--- config.mk ---
export PLATFORM = sky130hd
export DESIGN_NAME = synth_freq_device_flat
export DESIGN_NICKNAME = d
export VERILOG_FILES = /design/src/synth_freq_pkg.sv /design/src/synth_serial_if.sv /design/src/quarter_timeout.sv /design/src/synth_freq_device.sv /design/src/flat_wrapper.sv
export SDC_FILE = /design/constraint.sdc
export NUM_CORES = 1
export LEC_CHECK = 0
export BUFFER_PORTS_ARGS = -buffer_cell sky130_fd_sc_hd__buf_2
export CELL_PAD_IN_SITES_DETAIL_PLACEMENT = 1
export CELL_PAD_IN_SITES_GLOBAL_PLACEMENT = 1
export CORE_MARGIN = 2
export CORE_UTILIZATION = 44
export DETAILED_ROUTE_END_ITERATION = 8
export GPL_TIMING_DRIVEN = 0
export PLACE_DENSITY = 0.76
export REMOVE_ABC_BUFFERS = 1
export SLEW_MARGIN = 10
export SYNTH_ARGS = -nofsm -noshare
export SYNTH_HDL_FRONTEND = slang
export SYNTH_HIERARCHICAL = 1
export SYNTH_SLANG_ARGS = --single-unit
--- constraint.sdc ---
create_clock -name clk -period 6.5 [get_ports clk]
set_input_delay 1.3 -clock clk [delete_from_list [all_inputs] [get_ports clk]]
set_output_delay 1.3 -clock clk [all_outputs]
set_load 0.02 [all_outputs]
--- src/synth_freq_pkg.sv ---
// shared constants for the synthesizer frequency register link
package synth_freq_pkg;
  localparam int WORD_BITS = 24;
  // register select codes in the three lowest word bits
  localparam logic [2:0] SELECT_FREQ  = 3'h0;
  localparam logic [2:0] SELECT_MOD   = 3'h1;
  localparam logic [2:0] SELECT_PHASE = 3'h2;
  // field positions of the frequency word register
  localparam int INT_HI  = 23;
  localparam int INT_LO  = 15;
  localparam int FRACTION_NUMERATOR_HI = 14;
  localparam int FRACTION_NUMERATOR_LO = 3;
  // field positions of the modulus/reference register
  localparam int BOOST_BIT    = 23;
  localparam int HALVER_BIT   = 22;
  localparam int RESERVED_BIT = 21;
  localparam int EIGHT_BIT    = 20;
  localparam int DOUBLER_BIT  = 19;
  localparam int RDIV_HI      = 18;
  localparam int RDIV_LO      = 15;
  localparam int MOD_HI       = 14;
  localparam int MOD_LO       = 3;
  // phase register field
  localparam int PHASE_HI = 14;
  localparam int PHASE_LO = 3;
  // legal ranges
  localparam logic [8:0]  INT_MIN_FOUR  = 9'h01a;
  localparam logic [8:0]  INT_MIN_EIGHT = 9'h050;
  localparam logic [11:0] MOD_MIN       = 12'h00d;
  // values after reset
  localparam logic [8:0]  RESET_INT     = 9'h01a;
  localparam logic [11:0] RESET_MOD     = 12'hfff;
  localparam logic [3:0]  RESET_RDIV    = 4'h1;
  // fast lock timers advance once per four phase-detector cycles; last value of the quarter count
  localparam logic [1:0]  QUARTER_LAST  = 2'h3;
  // serial clock half period
  localparam int CLK_PERIOD_NS      = 4;
  localparam int SERIAL_HALF_NS     = 20;
  localparam int SERIAL_HALF_CYCLES = (SERIAL_HALF_NS + CLK_PERIOD_NS - 1) / CLK_PERIOD_NS;
  // host register offsets
  localparam logic [7:0] REG_TX_WORD = 8'h00;
  localparam logic [7:0] REG_STATUS  = 8'h04;
  localparam logic [7:0] REG_COUNT   = 8'h08;
  localparam logic [7:0] REG_CONTROL = 8'h0c;
  localparam logic [1:0] RESP_OKAY   = 2'h0;
  localparam logic [1:0] RESP_SLVERR = 2'h2;
endpackage : synth_freq_pkg

--- src/synth_serial_if.sv ---
// three-wire serial link between host controller and synthesizer
`timescale 1ns/1ps
interface synth_serial_if;
  logic serialClock;
  logic serialData;
  logic loadStrobe;
  modport host   (output serialClock, output serialData, output loadStrobe);
  modport device (input serialClock, input serialData, input loadStrobe);
endinterface : synth_serial_if

--- src/quarter_timeout.sv ---
// fast lock timeout counter, active from start until count ticks pass
`timescale 1ns/1ps
module quarter_timeout #(
  parameter int COUNT_BITS = 9
) (
  input  wire logic                  clk,
  input  wire logic                  reset,
  input  wire logic                  start,
  input  wire logic                  tick,
  input  wire logic [COUNT_BITS-1:0] count,
  output logic                       active
);
  typedef struct packed {
    logic [COUNT_BITS-1:0] remaining;
    logic                  active;
  } state_s;
  state_s q;
  state_s next_q;

  // restart wins over a running count
  always_comb begin
    next_q = q;
    if (start) begin
      next_q.remaining = count;
      next_q.active    = (count != '0);
    end else if (tick && q.active) begin
      next_q.remaining = q.remaining - 1'b1;
      next_q.active    = (q.remaining != {{(COUNT_BITS-1){1'b0}}, 1'b1});
    end
  end

  always_ff @(posedge clk or posedge reset) begin
    if (reset) begin
      q <= '0;
    end else begin
      q <= next_q;
    end
  end

  assign active = q.active;
endmodule : quarter_timeout

--- src/synth_freq_device.sv ---
// synthesizer end: serial capture, double buffering and fast lock start
// Summary of operation
// - 24-bit word, msb first, latched on strobe
// - select 000 picks frequency word register
// - next reference cycle loads divider, starts fast lock
// - fast lock holds pump max, switches closed
// - timeouts advance every four reference cycles
// - channel change needs only frequency word write
// - modulus and phase applied at frequency write
// - integer in bits 23..15, 26 to 511
// - fraction in bits 14..3, below modulus
// - select 001 picks modulus/reference register
// - modulus, divider, doubler, halver, boost held back
// - boost bit raises pump current 25 percent
// - halver divides divider output by two
// - host writes zero into bit 21
// - host picks 8/9 above 3 GHz
// - integer minimum 26 at 4/5, 80 at 8/9
// - doubler enable inserts reference doubler
// - reference divider 4 bits, 1 to 15
// - host keeps modulus within 13 to 4095
// - channel step is reference over modulus
`timescale 1ns/1ps
module synth_freq_device #(
  parameter int TIMEOUT_BITS = 9
) (
  input  wire logic                    clk,
  input  wire logic                    reset,
  synth_serial_if.device               serialLink,
  input  wire logic                    referenceInput,
  input  wire logic [TIMEOUT_BITS-1:0] pumpTimeout,
  input  wire logic [TIMEOUT_BITS-1:0] switchAbTimeout,
  input  wire logic [TIMEOUT_BITS-1:0] switchCTimeout,
  output logic [8:0]                   integerValue,
  output logic [11:0]                  fractionNumerator,
  output logic [11:0]                  fractionModulus,
  output logic [3:0]                   referenceDivider,
  output logic                         doublerEnable,
  output logic                         referenceHalver,
  output logic                         prescalerEight,
  output logic                         pumpBoostAdjust,
  output logic [11:0]                  phaseWord,
  output logic                         pfdTick,
  output logic                         fastLock,
  output logic                         pumpCurrentMax,
  output logic                         loopFilterSwitchA,
  output logic                         loopFilterSwitchB,
  output logic                         loopFilterSwitchC
);
  typedef struct packed {
    logic        serialClockPrev;
    logic        loadStrobePrev;
    logic        referencePrev;
    logic [23:0] shiftWord;
    logic [20:0] freqBuffer;
    logic [20:0] modBuffer;
    logic [11:0] phaseBuffer;
    logic        freqPending;
    logic [3:0]  refCount;
    logic        halfToggle;
    logic        pfdTick;
    logic [1:0]  quarterCount;
    logic        quarterTick;
    logic        fastLock;
    logic [8:0]  integerValue;
    logic [11:0] fractionNumerator;
    logic [11:0] fractionModulus;
    logic [3:0]  referenceDivider;
    logic        doublerEnable;
    logic        referenceHalver;
    logic        prescalerEight;
    logic        pumpBoostAdjust;
    logic [11:0] phaseWord;
  } state_s;

  state_s q;
  state_s next_q;

  // edge detects on pins sampled synchronously to clk
  wire logic       clockRise  = serialLink.serialClock & ~q.serialClockPrev;
  wire logic       strobeRise = serialLink.loadStrobe & ~q.loadStrobePrev;
  wire logic [2:0] selectBits = q.shiftWord[2:0];
  wire logic       refRise    = referenceInput & ~q.referencePrev;
  wire logic       refFall    = ~referenceInput & q.referencePrev;
  // doubling is done by counting both reference edges
  wire logic       refEdge    = q.doublerEnable ? (refRise | refFall) : refRise;
  // a programmed divider of zero behaves as one
  wire logic       divDone    = refEdge &&
                                ({1'b0, q.refCount} + 5'h01 >= {1'b0, q.referenceDivider});
  // commit only on a reference cycle with a frequency write waiting
  wire logic       commit     = q.pfdTick && q.freqPending;
  wire logic       pumpActive;
  wire logic       switchAbActive;
  wire logic       switchCActive;

  always_comb begin
    next_q                 = q;
    next_q.serialClockPrev = serialLink.serialClock;
    next_q.loadStrobePrev  = serialLink.loadStrobe;
    next_q.referencePrev   = referenceInput;

    // shift on rising serial clock, msb first
    if (clockRise) begin
      next_q.shiftWord = {q.shiftWord[22:0], serialLink.serialData};
    end

    // pending clears on commit; a write in the same cycle keeps it set
    if (commit) begin
      next_q.freqPending = 1'b0;
    end

    // load strobe routes the word by its select bits
    if (strobeRise) begin
      if (selectBits == synth_freq_pkg::SELECT_FREQ) begin
        next_q.freqBuffer  = q.shiftWord[23:3];
        next_q.freqPending = 1'b1;
      end else if (selectBits == synth_freq_pkg::SELECT_MOD) begin
        next_q.modBuffer   = q.shiftWord[23:3];
      end else if (selectBits == synth_freq_pkg::SELECT_PHASE) begin
        next_q.phaseBuffer = q.shiftWord[synth_freq_pkg::PHASE_HI:synth_freq_pkg::PHASE_LO];
      end
    end

    // reference divider and optional halver produce the detector tick
    if (refEdge) begin
      next_q.refCount = divDone ? 4'h0 : q.refCount + 4'h1;
    end
    if (divDone) begin
      next_q.halfToggle = ~q.halfToggle;
    end
    next_q.pfdTick = divDone && (!q.referenceHalver || q.halfToggle);

    // quarter-rate tick for the timeout counters, realigned at commit
    if (commit) begin
      next_q.quarterCount = 2'h0;
    end else if (q.pfdTick) begin
      next_q.quarterCount = q.quarterCount + 2'h1;
    end
    next_q.quarterTick = q.pfdTick && !commit &&
                         (q.quarterCount == synth_freq_pkg::QUARTER_LAST);

    // all buffered fields move in one cycle, never piecemeal
    if (commit) begin
      next_q.integerValue      = q.freqBuffer[synth_freq_pkg::INT_HI-3:synth_freq_pkg::INT_LO-3];
      next_q.fractionNumerator = q.freqBuffer[synth_freq_pkg::FRACTION_NUMERATOR_HI-3:synth_freq_pkg::FRACTION_NUMERATOR_LO-3];
      // step size follows the new modulus from here on
      next_q.fractionModulus   = q.modBuffer[synth_freq_pkg::MOD_HI-3:synth_freq_pkg::MOD_LO-3];
      next_q.referenceDivider  = q.modBuffer[synth_freq_pkg::RDIV_HI-3:synth_freq_pkg::RDIV_LO-3];
      next_q.doublerEnable     = q.modBuffer[synth_freq_pkg::DOUBLER_BIT-3];
      next_q.referenceHalver   = q.modBuffer[synth_freq_pkg::HALVER_BIT-3];
      next_q.prescalerEight    = q.modBuffer[synth_freq_pkg::EIGHT_BIT-3];
      next_q.pumpBoostAdjust   = q.modBuffer[synth_freq_pkg::BOOST_BIT-3];
      next_q.phaseWord         = q.phaseBuffer;
    end

    // any running timer keeps the loop in fast lock
    next_q.fastLock = pumpActive | switchAbActive | switchCActive;
  end

  always_ff @(posedge clk or posedge reset) begin
    if (reset) begin
      q                   <= '0;
      q.freqBuffer        <= {synth_freq_pkg::RESET_INT, 12'h000};
      q.modBuffer         <= {5'h00, synth_freq_pkg::RESET_RDIV, synth_freq_pkg::RESET_MOD};
      q.integerValue      <= synth_freq_pkg::RESET_INT;
      q.fractionModulus   <= synth_freq_pkg::RESET_MOD;
      q.referenceDivider  <= synth_freq_pkg::RESET_RDIV;
    end else begin
      q <= next_q;
    end
  end

  // pump current held at maximum until its own timer ends
  quarter_timeout #(.COUNT_BITS(TIMEOUT_BITS)) pumpTimer (
    .clk    (clk),
    .reset  (reset),
    .start  (commit),
    .tick   (q.quarterTick),
    .count  (pumpTimeout),
    .active (pumpActive)
  );

  // switches a and b share one timer
  quarter_timeout #(.COUNT_BITS(TIMEOUT_BITS)) switchAbTimer (
    .clk    (clk),
    .reset  (reset),
    .start  (commit),
    .tick   (q.quarterTick),
    .count  (switchAbTimeout),
    .active (switchAbActive)
  );

  quarter_timeout #(.COUNT_BITS(TIMEOUT_BITS)) switchCTimer (
    .clk    (clk),
    .reset  (reset),
    .start  (commit),
    .tick   (q.quarterTick),
    .count  (switchCTimeout),
    .active (switchCActive)
  );

  assign integerValue      = q.integerValue;
  assign fractionNumerator = q.fractionNumerator;
  assign fractionModulus   = q.fractionModulus;
  assign referenceDivider  = q.referenceDivider;
  assign doublerEnable     = q.doublerEnable;
  assign referenceHalver   = q.referenceHalver;
  assign prescalerEight    = q.prescalerEight;
  assign pumpBoostAdjust   = q.pumpBoostAdjust;
  assign phaseWord         = q.phaseWord;
  assign pfdTick           = q.pfdTick;
  assign fastLock          = q.fastLock;
  assign pumpCurrentMax    = pumpActive;
  assign loopFilterSwitchA = switchAbActive;
  assign loopFilterSwitchB = switchAbActive;
  assign loopFilterSwitchC = switchCActive;
endmodule : synth_freq_device

--- src/flat_wrapper.sv ---
// flat-port wrapper written by rule: the top's interface ports become plain ports
module synth_freq_device_flat 
#(
  parameter int TIMEOUT_BITS = 9
)
  (clk, reset, referenceInput, pumpTimeout, switchAbTimeout, switchCTimeout, integerValue, fractionNumerator, fractionModulus, referenceDivider, doublerEnable, referenceHalver, prescalerEight, pumpBoostAdjust, phaseWord, pfdTick, fastLock, pumpCurrentMax, loopFilterSwitchA, loopFilterSwitchB, loopFilterSwitchC, serialLink_serialClock, serialLink_serialData, serialLink_loadStrobe);
  synth_serial_if serialLink_i ();
  input  wire logic clk;
  input  wire logic reset;
  input  wire logic referenceInput;
  input  wire logic [TIMEOUT_BITS-1:0] pumpTimeout;
  input  wire logic [TIMEOUT_BITS-1:0] switchAbTimeout;
  input  wire logic [TIMEOUT_BITS-1:0] switchCTimeout;
  output logic [8:0] integerValue;
  output logic [11:0] fractionNumerator;
  output logic [11:0] fractionModulus;
  output logic [3:0] referenceDivider;
  output logic doublerEnable;
  output logic referenceHalver;
  output logic prescalerEight;
  output logic pumpBoostAdjust;
  output logic [11:0] phaseWord;
  output logic pfdTick;
  output logic fastLock;
  output logic pumpCurrentMax;
  output logic loopFilterSwitchA;
  output logic loopFilterSwitchB;
  output logic loopFilterSwitchC;
  input wire logic [$bits(serialLink_i.serialClock)-1:0] serialLink_serialClock;
  input wire logic [$bits(serialLink_i.serialData)-1:0] serialLink_serialData;
  input wire logic [$bits(serialLink_i.loadStrobe)-1:0] serialLink_loadStrobe;
  assign serialLink_i.serialClock = serialLink_serialClock;
  assign serialLink_i.serialData = serialLink_serialData;
  assign serialLink_i.loadStrobe = serialLink_loadStrobe;
  synth_freq_device #(.TIMEOUT_BITS(TIMEOUT_BITS)) u_core (.clk(clk), .reset(reset), .serialLink(serialLink_i), .referenceInput(referenceInput), .pumpTimeout(pumpTimeout), .switchAbTimeout(switchAbTimeout), .switchCTimeout(switchCTimeout), .integerValue(integerValue), .fractionNumerator(fractionNumerator), .fractionModulus(fractionModulus), .referenceDivider(referenceDivider), .doublerEnable(doublerEnable), .referenceHalver(referenceHalver), .prescalerEight(prescalerEight), .pumpBoostAdjust(pumpBoostAdjust), .phaseWord(phaseWord), .pfdTick(pfdTick), .fastLock(fastLock), .pumpCurrentMax(pumpCurrentMax), .loopFilterSwitchA(loopFilterSwitchA), .loopFilterSwitchB(loopFilterSwitchB), .loopFilterSwitchC(loopFilterSwitchC));
endmodule
==> results of run 1 <==
cell families (layout without fill, tap and decap cells):
logic type,after synthesis,after routing,synth area share (%)
mux,130,130,20.2
xor+xnor,9,9,0.988
simple gates,118,118,8.56
fa+ha+maj,13,13,2.04
compound gates,66,66,5.57
flops,174,174,55.1
buf+inv,96,155,7.59
final timing paths:
check / start / to / cells after the start
hold reg to reg: u_core/referenceHalver / u_core/pfdTick / 1
setup / recovery: u_core/pfdTick / u_core/pumpTimer/q[6] / 5
min in group asynchronous: reset / u_core/switchCTimer/q[9] / 2
max in group asynchronous: reset / u_core/q[80] / 3
hold / removal: u_core/referenceHalver / u_core/pfdTick / 1
setup reg to reg: u_core/pfdTick / u_core/pumpTimer/q[6] / 5
layout make-up:
class	instances	area [um2]	area share [%]
Sequential cell	174	4390	49.4
Multi-Input combinational cell	336	2980	33.5
Timing Repair Buffer	93	510	5.73
Clock buffer	19	433	4.86
Tap cell	229	287	3.22
Clock inverter	13	179	2.01
Inverter	30	118	1.32
worst register-to-register path: stages (launching register included):
cell and delay, ns:
dfrtp_1 0.42, nand2_2 0.52, inv_2 0.86, inv_1 0.35, o311ai_0 0.18, o311ai_0 0.24
state kept, by name, indices dropped and copies added, names as in the netlist, 4 cells and up:
| name | count |
|---|---|
| u_core/pumpTimer/q | 9 |
| u_core/q | 89 |
| u_core/fractionNumerator | 12 |
| u_core/integerValue | 9 |
| u_core/fractionModulus | 12 |
| u_core/referenceDivider | 4 |
| u_core/phaseWord | 12 |
| u_core/switchAbTimer/q | 9 |
| u_core/switchCTimer/q | 9 |
stage by stage:
| step | hold WS, ns | setup TNS (ns) | total power (uW) | cells |
|---|---|---|---|---|
| after floorplan | 0.446 | 0 | 2150 | 540 |
| after global placement | 0.460 | -10.48 | 2340 | 860 |
| after detailed placement | 0.478 | 0 | 2420 | 862 |
| after CTS | 0.488 | 0 | 3500 | 894 |
| after global routing | 0.501 | 0 | 3650 | 894 |
| final | 0.485 | 0 | 3460 | 894 |
metal layers:
layer / vias to the layer above / routed length, um
li1: 2187 / -
met1: 2433 / 6970
met2: 84 / 8310
met3: 21 / 766
met4: 0 / 195
met5: - / 0
layout by cell type, fill, tap and decap left out, types with 5 or more instances in the layout:
| master | instances |
|---|---|
| o311ai_0 | 6 |
| xnor2_1 | 7 |
| ha_1 | 13 |
| or2_2 | 7 |
| nand2_1 | 27 |
| nor2_1 | 19 |
| or4_1 | 6 |
| inv_1 | 28 |
| a311oi_1 | 6 |
| o21ai_0 | 18 |
| a31oi_1 | 12 |
| mux2_4 | 39 |
| dfstp_2 | 32 |
| and3_1 | 10 |
| nor4_1 | 10 |
| a21o_1 | 6 |
| dfrtp_1 | 142 |
| a21oi_1 | 5 |
| clkbuf_16 | 17 |
| mux2_2 | 89 |
| buf_2 | 91 |
power breakdown:
group | switching (uW) | total [uW] | internal, uW | leakage (uW)
Combinational | 362 | 753 | 391 | 0.00187
Sequential | 241 | 1650 | 1410 | 0.00216
Clock | 438 | 1050 | 616 | 0.000300
Total | 1040 | 3460 | 2410 | 0.00433
==> results.yml, run 1 <==
floorplan:
  initial_core_util_pct: 44.6
  core-area_um2: 17900
  die_w_um: 139
  num_rows: 49
  io_pins: 92
  dieArea_um2: 19200
  die_height_um: 139
yosys:
  synth_most_common_cell: "dfrtp_1"
  yosys_warnings: 6
  synth_top_area_share_pct: 44.5
  ys.flop_type: "dfrtp_1"
  synth_top_area_cell: "dfrtp_1"
  syn-cell-area_um2: 7980
  synthTopCellsByArea: "dfrtp_1, mux2_2, dfstp_2"
  netlist_instances: 606
  postSynthAreaPerCell_um2: 13.2
  yosysSeqAreaShare_pct: 55.1
  synthTopCellsByCount: "dfrtp_1, mux2_2, buf_4"
  async_reset_ff_share_pct: 100
  synth_seq_cells: 174
  synthDistinctLibCells: 48
  synth_edf_count: 0
power:
  p_leak_uw: 0.00433
  pwr_density_cell_nw_per_um2: 388
  peakVddDrop_mv: 0.241
sta:
  worst_slack_ns: 3.77
  relSlewSlack_pct: 42.3
  rsz0062_at_grt: "no"
  setup_viol: 0
  fin_crit_ns: 2.73
  worst_pin_slew_ns: 0.865
  hold_viol: 0
  skew_ns: 0.0108
  slew_viol_final: 0
  fmax_mhz: 366
  period_share_pct: 42.0
cells_and_area:
  fin_util_pct: 49.7
  final_area_um2: 8900
  n_antenna_cell: 0
  area_growth_pct: 11.6
  drive_gt1_share_pct: 45.7
  final_net_count: 698
  fillers: 1869
critical_path:
  worstSetupPathType: "register to register"
  arrival_ns: 2.98
  start_kind: "register"
  path_cells: "nand2_2 -> inv_2 -> inv_1 -> o311ai_0 -> o311ai_0"
  slowest_stage: "inv_2"
  crit_family: "buffers and inverters"
  worstPathBufferInverterCount: 2
  critPathCaptureType: "register"
  cp_common_cell: "o311ai_0"
  cp_max_fo: 54
  critPathMaxStageDelay_ns: 0.86
  cp_data_required_time_ns: 6.76
  reg2reg_slack_ns: 3.77
global_routing:
  grt-busiest-layer: "met2"
  overflow: 0
  antenna_found_initial: 0
  globalRouteTotalUtil_pct: 17.6
  use_met3_pct: 5.32
  groute.layer.met1.usage_pct: 21.1
  grt_pass1_wl_um: 27300
  grt_use_met2_pct: 30.5
  grt_pass1_vias: 5333
  grt_max_degree: 79
worst_hold_path:
  hold_path_class: "register to register"
clock_network:
  numCtsBuffers: 17
  cts_setup_buffers: 0
  cts_resized: 0
  cts_root_buf: "clkbuf_16"
  tritoncts: "built"
  postCtsHoldBufs: 0
  cts_sinks: 174
  clkTransAtPathRegs_ns: 0.07
  htree_num_levels: 4
  cts_buffer_depth: 2
  clk_latency_ns: 0.43
placed_design:
  dp_slack_ns: 3.59
  dpl.hpwl_um: 11000
  gp_congestion: 0.831
  port-buffer-count: 91
  placed_cell_area_um2: 8290
route:
  ant_nets: 0
  via_count: 4725
  wire_per_inst_um: 18.2
  routed_via_density: 5.29
  drt_iter0_drc: 151
  wl_um: 16200
  drcViolationCount: 0
  dr.pass1.iters: 4
run_status:
  status: "completed"
job:
  max_cap_violations: 0
(Power assumes the default switching activity.)
==> inputs of run 2 (changes only) <==
Clock period 6.5 ns to 2.6 ns, I/O delays scaled along.
==> run 2 against run 1 <==
  * Worst hold slack lost 0.34 ns
  * Count of clock-buffer cells in the layout is the same
  * Die area is the same
  * Via count shrank 0.42%
  * Register-to-register slack lost 3.3 ns
  * First-iteration DRC count shrank 2.6%
  * Sequential power grew 150%
  * Clock skew is essentially flat
  * Global-route usage is the same
  * Final area is essentially flat
  * Non-clock buffer count is the same
  * Critical endpoint unchanged
==> results.yml, run 2 (synthesis gave the netlist of run 1 again) <==
placed_design:
  dpl.cell_count: 862
  gp_congestion: 0.831
  dpl.hpwl_um: 11000
  port-buffer-count: 91
  dp_slack_ns: -0.177
route:
  drt_iter0_drc: 147
  wire_per_inst_um: 18.2
  wl_um: 16200
  ant_nets: 0
  routed_via_density: 5.26
  dr.pass1.iters: 4
  via_count: 4705
  drcViolationCount: 0
floorplan:
  die_w_um: 139
  num_rows: 49
  io_pins: 92
  die_height_um: 139
  dieArea_um2: 19200
  core-area_um2: 17900
  initial_core_util_pct: 44.6
critical_path:
  slowest_stage: "dfrtp_1"
  worstSetupPathType: "register to register"
  critPathCaptureType: "register"
  path_cells: "nand2_4 -> inv_4 -> or2_2 -> o311ai_0"
  critPathMaxStageDelay_ns: 0.44
  crit_family: "simple AND/OR/NAND/NOR gates"
  cp_max_fo: 54
  start_kind: "register"
  worstPathBufferInverterCount: 1
  cp_data_required_time_ns: 2.88
  arrival_ns: 2.40
clock_network:
  cts_buffer_depth: 2
  clk_latency_ns: 0.42
  numCtsBuffers: 17
  htree_num_levels: 4
  cts_setup_buffers: 0
  cts_sinks: 174
  tritoncts: "built"
  cts_root_buf: "clkbuf_16"
  clkTransAtPathRegs_ns: 0.07
  postCtsHoldBufs: 0
global_routing:
  overflow: 0
  grt_pass1_wl_um: 27300
  grt_max_degree: 79
  globalRouteTotalUtil_pct: 17.6
  antenna_found_initial: 0
  grt_pass1_vias: 5323
cells_and_area:
  top_register: "u_core/q"
  fin_cells: 894
  drive_gt1_share_pct: 45.7
  fin_util_pct: 49.8
  n_antenna_cell: 0
  mostFrequentLayoutCell: "dfrtp_1"
  largest_reg_flops: 89
  area_growth_pct: 11.7
  final_cell_mix: "dfrtp_1, buf_2, mux2_2"
  final_net_count: 698
sta:
  slew_viol_final: 0
  worst_pin_slew_ns: 0.804
  fin_crit_ns: 2.13
  rsz0062_at_grt: "no"
  hold_viol: 0
  fmax_mhz: 470
  worst_slack_ns: 0.473
  setup_viol: 0
  period_share_pct: 81.8
  relSlewSlack_pct: 46.2
  skew_ns: 0.0109
power:
  power_uw: 8640
  pwr_density_cell_nw_per_um2: 970
  p_leak_uw: 0.00434
  seqPwrFrac_pct: 47.7
  clkPwrFrac_pct: 30.5
  p_switching_uw: 2600
  internal-power_uw: 6040
  sw_frac_of_total_pct: 30.1
  p_comb_share_pct: 21.8
  peakVddDrop_mv: 0.603
worst_hold_path:
  hold_path_class: "input port to asynchronous set/reset pin"
run_status:
  status: "completed"
job:
  max_cap_violations: 0
[run 2: cell types whose count changed in the layout (fill, tap and decap cells not counted)]
cell	before	now
nand2_4	0	1
inv_4	0	1
inv_2	1	0
nand2_2	2	1
[run 2: power groups by stage]
stage	combinational, uW	sequential, uW	clock (uW)
after global routing	2070	4240	2820
final	1880	4120	2630
after detailed placement	1900	4160	0
after floorplan	1200	4180	0
after global placement	1780	4070	0
after CTS	1910	4130	2720
[run 2: through the flow]
stage          area [um2]  setup TNS, ns  hold slack [ns]
6_report             8910              0            0.141
3_3_place_gp         8230        -473.82            0.460
2_1_floorplan        7480        -232.91            0.360
5_1_grt              8910              0            0.158
3_5_place_dp         8290         -0.399            0.478
4_1_cts              8900              0            0.127
[run 2: repair_timing]
action,CTS,global route
resized for setup,1,1
cloned,0,0
endpoints found under the setup margin,3,2
pin swaps,0,0
[run 2: worst register-to-register path: stages (launching register included)]
cell and delay, ns:
dfrtp_1 0.44, nand2_4 0.42, inv_4 0.32, or2_2 0.42
o311ai_0 0.39
[run 2: routing by layer]
layer	track usage (%)	routed length (um)	vias to the layer above
li1	-	-	2187
met2	30.5	8290	85
met1	21.1	6970	2411
met3	5.32	760	22
met4	5.58	225	0
met5	0	0	-
[run 2: final cells by class]
class | instances | area, um2
inverters | 30 | 120
fillers | 1868 | 8990
clock buffers | 19 | 433
well taps | 229 | 287
flip-flops and latches | 174 | 4390
clock inverters | 13 | 179
multi-input cells | 336 | 2990
repair buffers | 93 | 510
[run 2: path summary, 6_finish.rpt]
check                                  startpoint                  endpoint  slack (ns)  cells past startpoint
max                                u_core/pfdTick     u_core/pumpTimer/q[6]        0.47                      4
min                                         reset  u_core/switchCTimer/q[1]        0.14                      2
max reg2reg                        u_core/pfdTick     u_core/pumpTimer/q[6]        0.47                      4
min reg2reg                u_core/referenceHalver            u_core/pfdTick        0.48                      1
max in group asynchronous                   reset              u_core/q[80]        1.57                      3
min in group clk            serialLink_loadStrobe             u_core/q[143]        0.23                      1
==> inputs of run 3 (changes only) <==
Settings changed: CORE_UTILIZATION 44 to 43, PLACE_DENSITY 0.76 to 0.78.
Clock period 2.6 ns to 1.9 ns, I/O delays scaled along.
==> run 3 against run 2 <==
  * Final area up 1.6%
  * First-iteration DRC count up 35%
  * Die area up 2.3%
  * Routed wire length up 7.5%
  * Non-clock buffer count up 4
  * Count of clock-buffer cells in the layout down 2
  * Cell count up 0.67%
  * Global-route usage up 0.47 points
  * Register-to-register slack worse by 0.45 ns
  * Sequential share of layout area down 0.78 points
  * Core utilization up 0.30 points
==> results.yml, run 3 (synthesis gave the netlist of run 1 again) <==
global_routing:
  globalRouteTotalUtil_pct: 18.0
  grt_pass1_vias: 5326
  grt_max_degree: 95
  antenna_found_initial: 0
  grt_pass1_wl_um: 28000
  overflow: 0
placed_design:
  gp_congestion: 0.790
  dp_slack_ns: -0.735
  placed_cell_area_um2: 8280
  dpl.hpwl_um: 11000
  dpl.cell_count: 862
  port-buffer-count: 91
cells_and_area:
  fin_util_pct: 50.1
  area_growth_pct: 13.5
  top_register: "u_core/q"
  drive_gt1_share_pct: 47.7
  largest_reg_flops: 89
  n_antenna_cell: 0
  final_net_count: 704
  final_area_um2: 9050
  fin_cells: 900
  final_cell_mix: "dfrtp_1, buf_2, mux2_2"
  fillers: 1832
  mostFrequentLayoutCell: "dfrtp_1"
critical_path:
  worstPathBufferInverterCount: 1
  critPathCaptureType: "register"
  worstSetupPathType: "register to register"
  cp_data_required_time_ns: 2.22
  worstReg2RegStart: "u_core/q[60]"
  path_cells: "nand3_1 -> xor2_1 -> inv_1 -> ha_4 -> o211ai_1 -> o21ai_2 -> o21ai_1 -> a21o_1"
  critPathMaxStageDelay_ns: 0.42
  reg2reg_slack_ns: 0.03
  crit_family: "compound AO/OA/AOI/OAI gates"
  r2r_cells: 8
  cp_max_fo: 5
  arrival_ns: 2.19
  cp.depth: 8
  crit_start: "u_core/q[60]"
  slowest_stage: "dfrtp_1"
  start_kind: "register"
route:
  drt_iter0_drc: 199
  wire_per_inst_um: 19.4
  dr.pass1.iters: 4
  via_count: 4842
  wl_um: 17500
  routed_via_density: 5.38
  ant_nets: 0
  drcViolationCount: 0
power:
  peakVddDrop_mv: 0.856
  pwr_density_cell_nw_per_um2: 1320
  p_leak_uw: 0.00439
job:
  max_cap_violations: 0
sta:
  relSlewSlack_pct: 51.6
  rsz0062_at_grt: "yes"
  slew_viol_final: 0
  worst_slack_ns: 0.0258
  skew_ns: 0.0107
  fin_crit_ns: 1.87
  hold_viol: 0
  fin_hold_ws_ns: 0.0774
  setup_viol: 0
  worst_pin_slew_ns: 0.724
  period_share_pct: 98.6
  fmax_mhz: 534
run_status:
  status: "completed"
floorplan:
  core-area_um2: 18100
  dieArea_um2: 19700
  die_height_um: 140
  die_w_um: 140
  initial_core_util_pct: 44.1
  io_pins: 92
  num_rows: 49
clock_network:
  htree_num_levels: 4
  numCtsBuffers: 17
  cts_sinks: 174
  clkTransAtPathRegs_ns: 0.08
  cts_buffer_depth: 2
  tritoncts: "built"
  cts_root_buf: "clkbuf_16"
  clk_latency_ns: 0.43
worst_hold_path:
  worstHoldStart: "serialLink_serialClock"
  hold_path_class: "input port to register"
  worstHoldPathCells: 1
run 3: changes by cell type in the layout (fill, tap and decap cells not counted), sizes merged:
cell,before,now
clkbuf,19,17
inv,35,36
nand2,29,30
buf,93,96
clkinv,5,8
dlygate4sd3,0,1
and2b,1,2
bufinv,3,1
run 3: power by group:
group / internal [uW] / switching, uW
sequential: 4810 / 854
combinational: 1350 / 1270
clock: 1930 / 1720
total: 8090 / 3840
run 3: worst paths after layout:
kind	to
setup / recovery	u_core/q[61]
hold / removal	u_core/q[144]
setup reg to reg	u_core/q[61]
hold reg to reg	u_core/q[55]
max in group asynchronous	u_core/q[76]
min in group asynchronous	u_core/switchCTimer/q[3]
run 3: metrics by stage:
stage / power [uW] / TNS, ns
detailed placement: 8260 / -16.09
global route: 12600 / -0.432
finish: 11900 / 0
global placement: 8010 / -614.26
CTS: 12100 / -0.0264
floorplan: 7360 / -347.63
run 3: final cells by class:
cell class                 count  area, um2  area share, %
inverter                      30        130           1.44
sequential                   174       4400           48.5
clock inverter                15        210           2.32
clock buffer                  17        425           4.70
tap                          229        287           3.16
multi-input combinational    338       3070           33.9
timing repair buffer          97        536           5.91
run 3: timing repair:
| item | 4_1_cts | 5_1_grt |
|---|---|---|
| hold endpoints to repair | 15 | 0 |
| endpoints found under the setup margin | 48 | 31 |
| setup buffers | 3 | 0 |
| hold buffers | 1 | 0 |
| cloned | 0 | 2 |
| pin swaps | 5 | 5 |
| gates resized for setup | 12 | 14 |
run 3: per-layer routing:
layer  share of wire [%]  GRT usage (%)  vias to the layer above
met1                  42           21.9                     2518
met3                 5.3           5.44                       15
li1                    -              -                     2210
met2                  52           31.3                       99
met5                   0              0                        -
met4                 1.2           5.05                        0
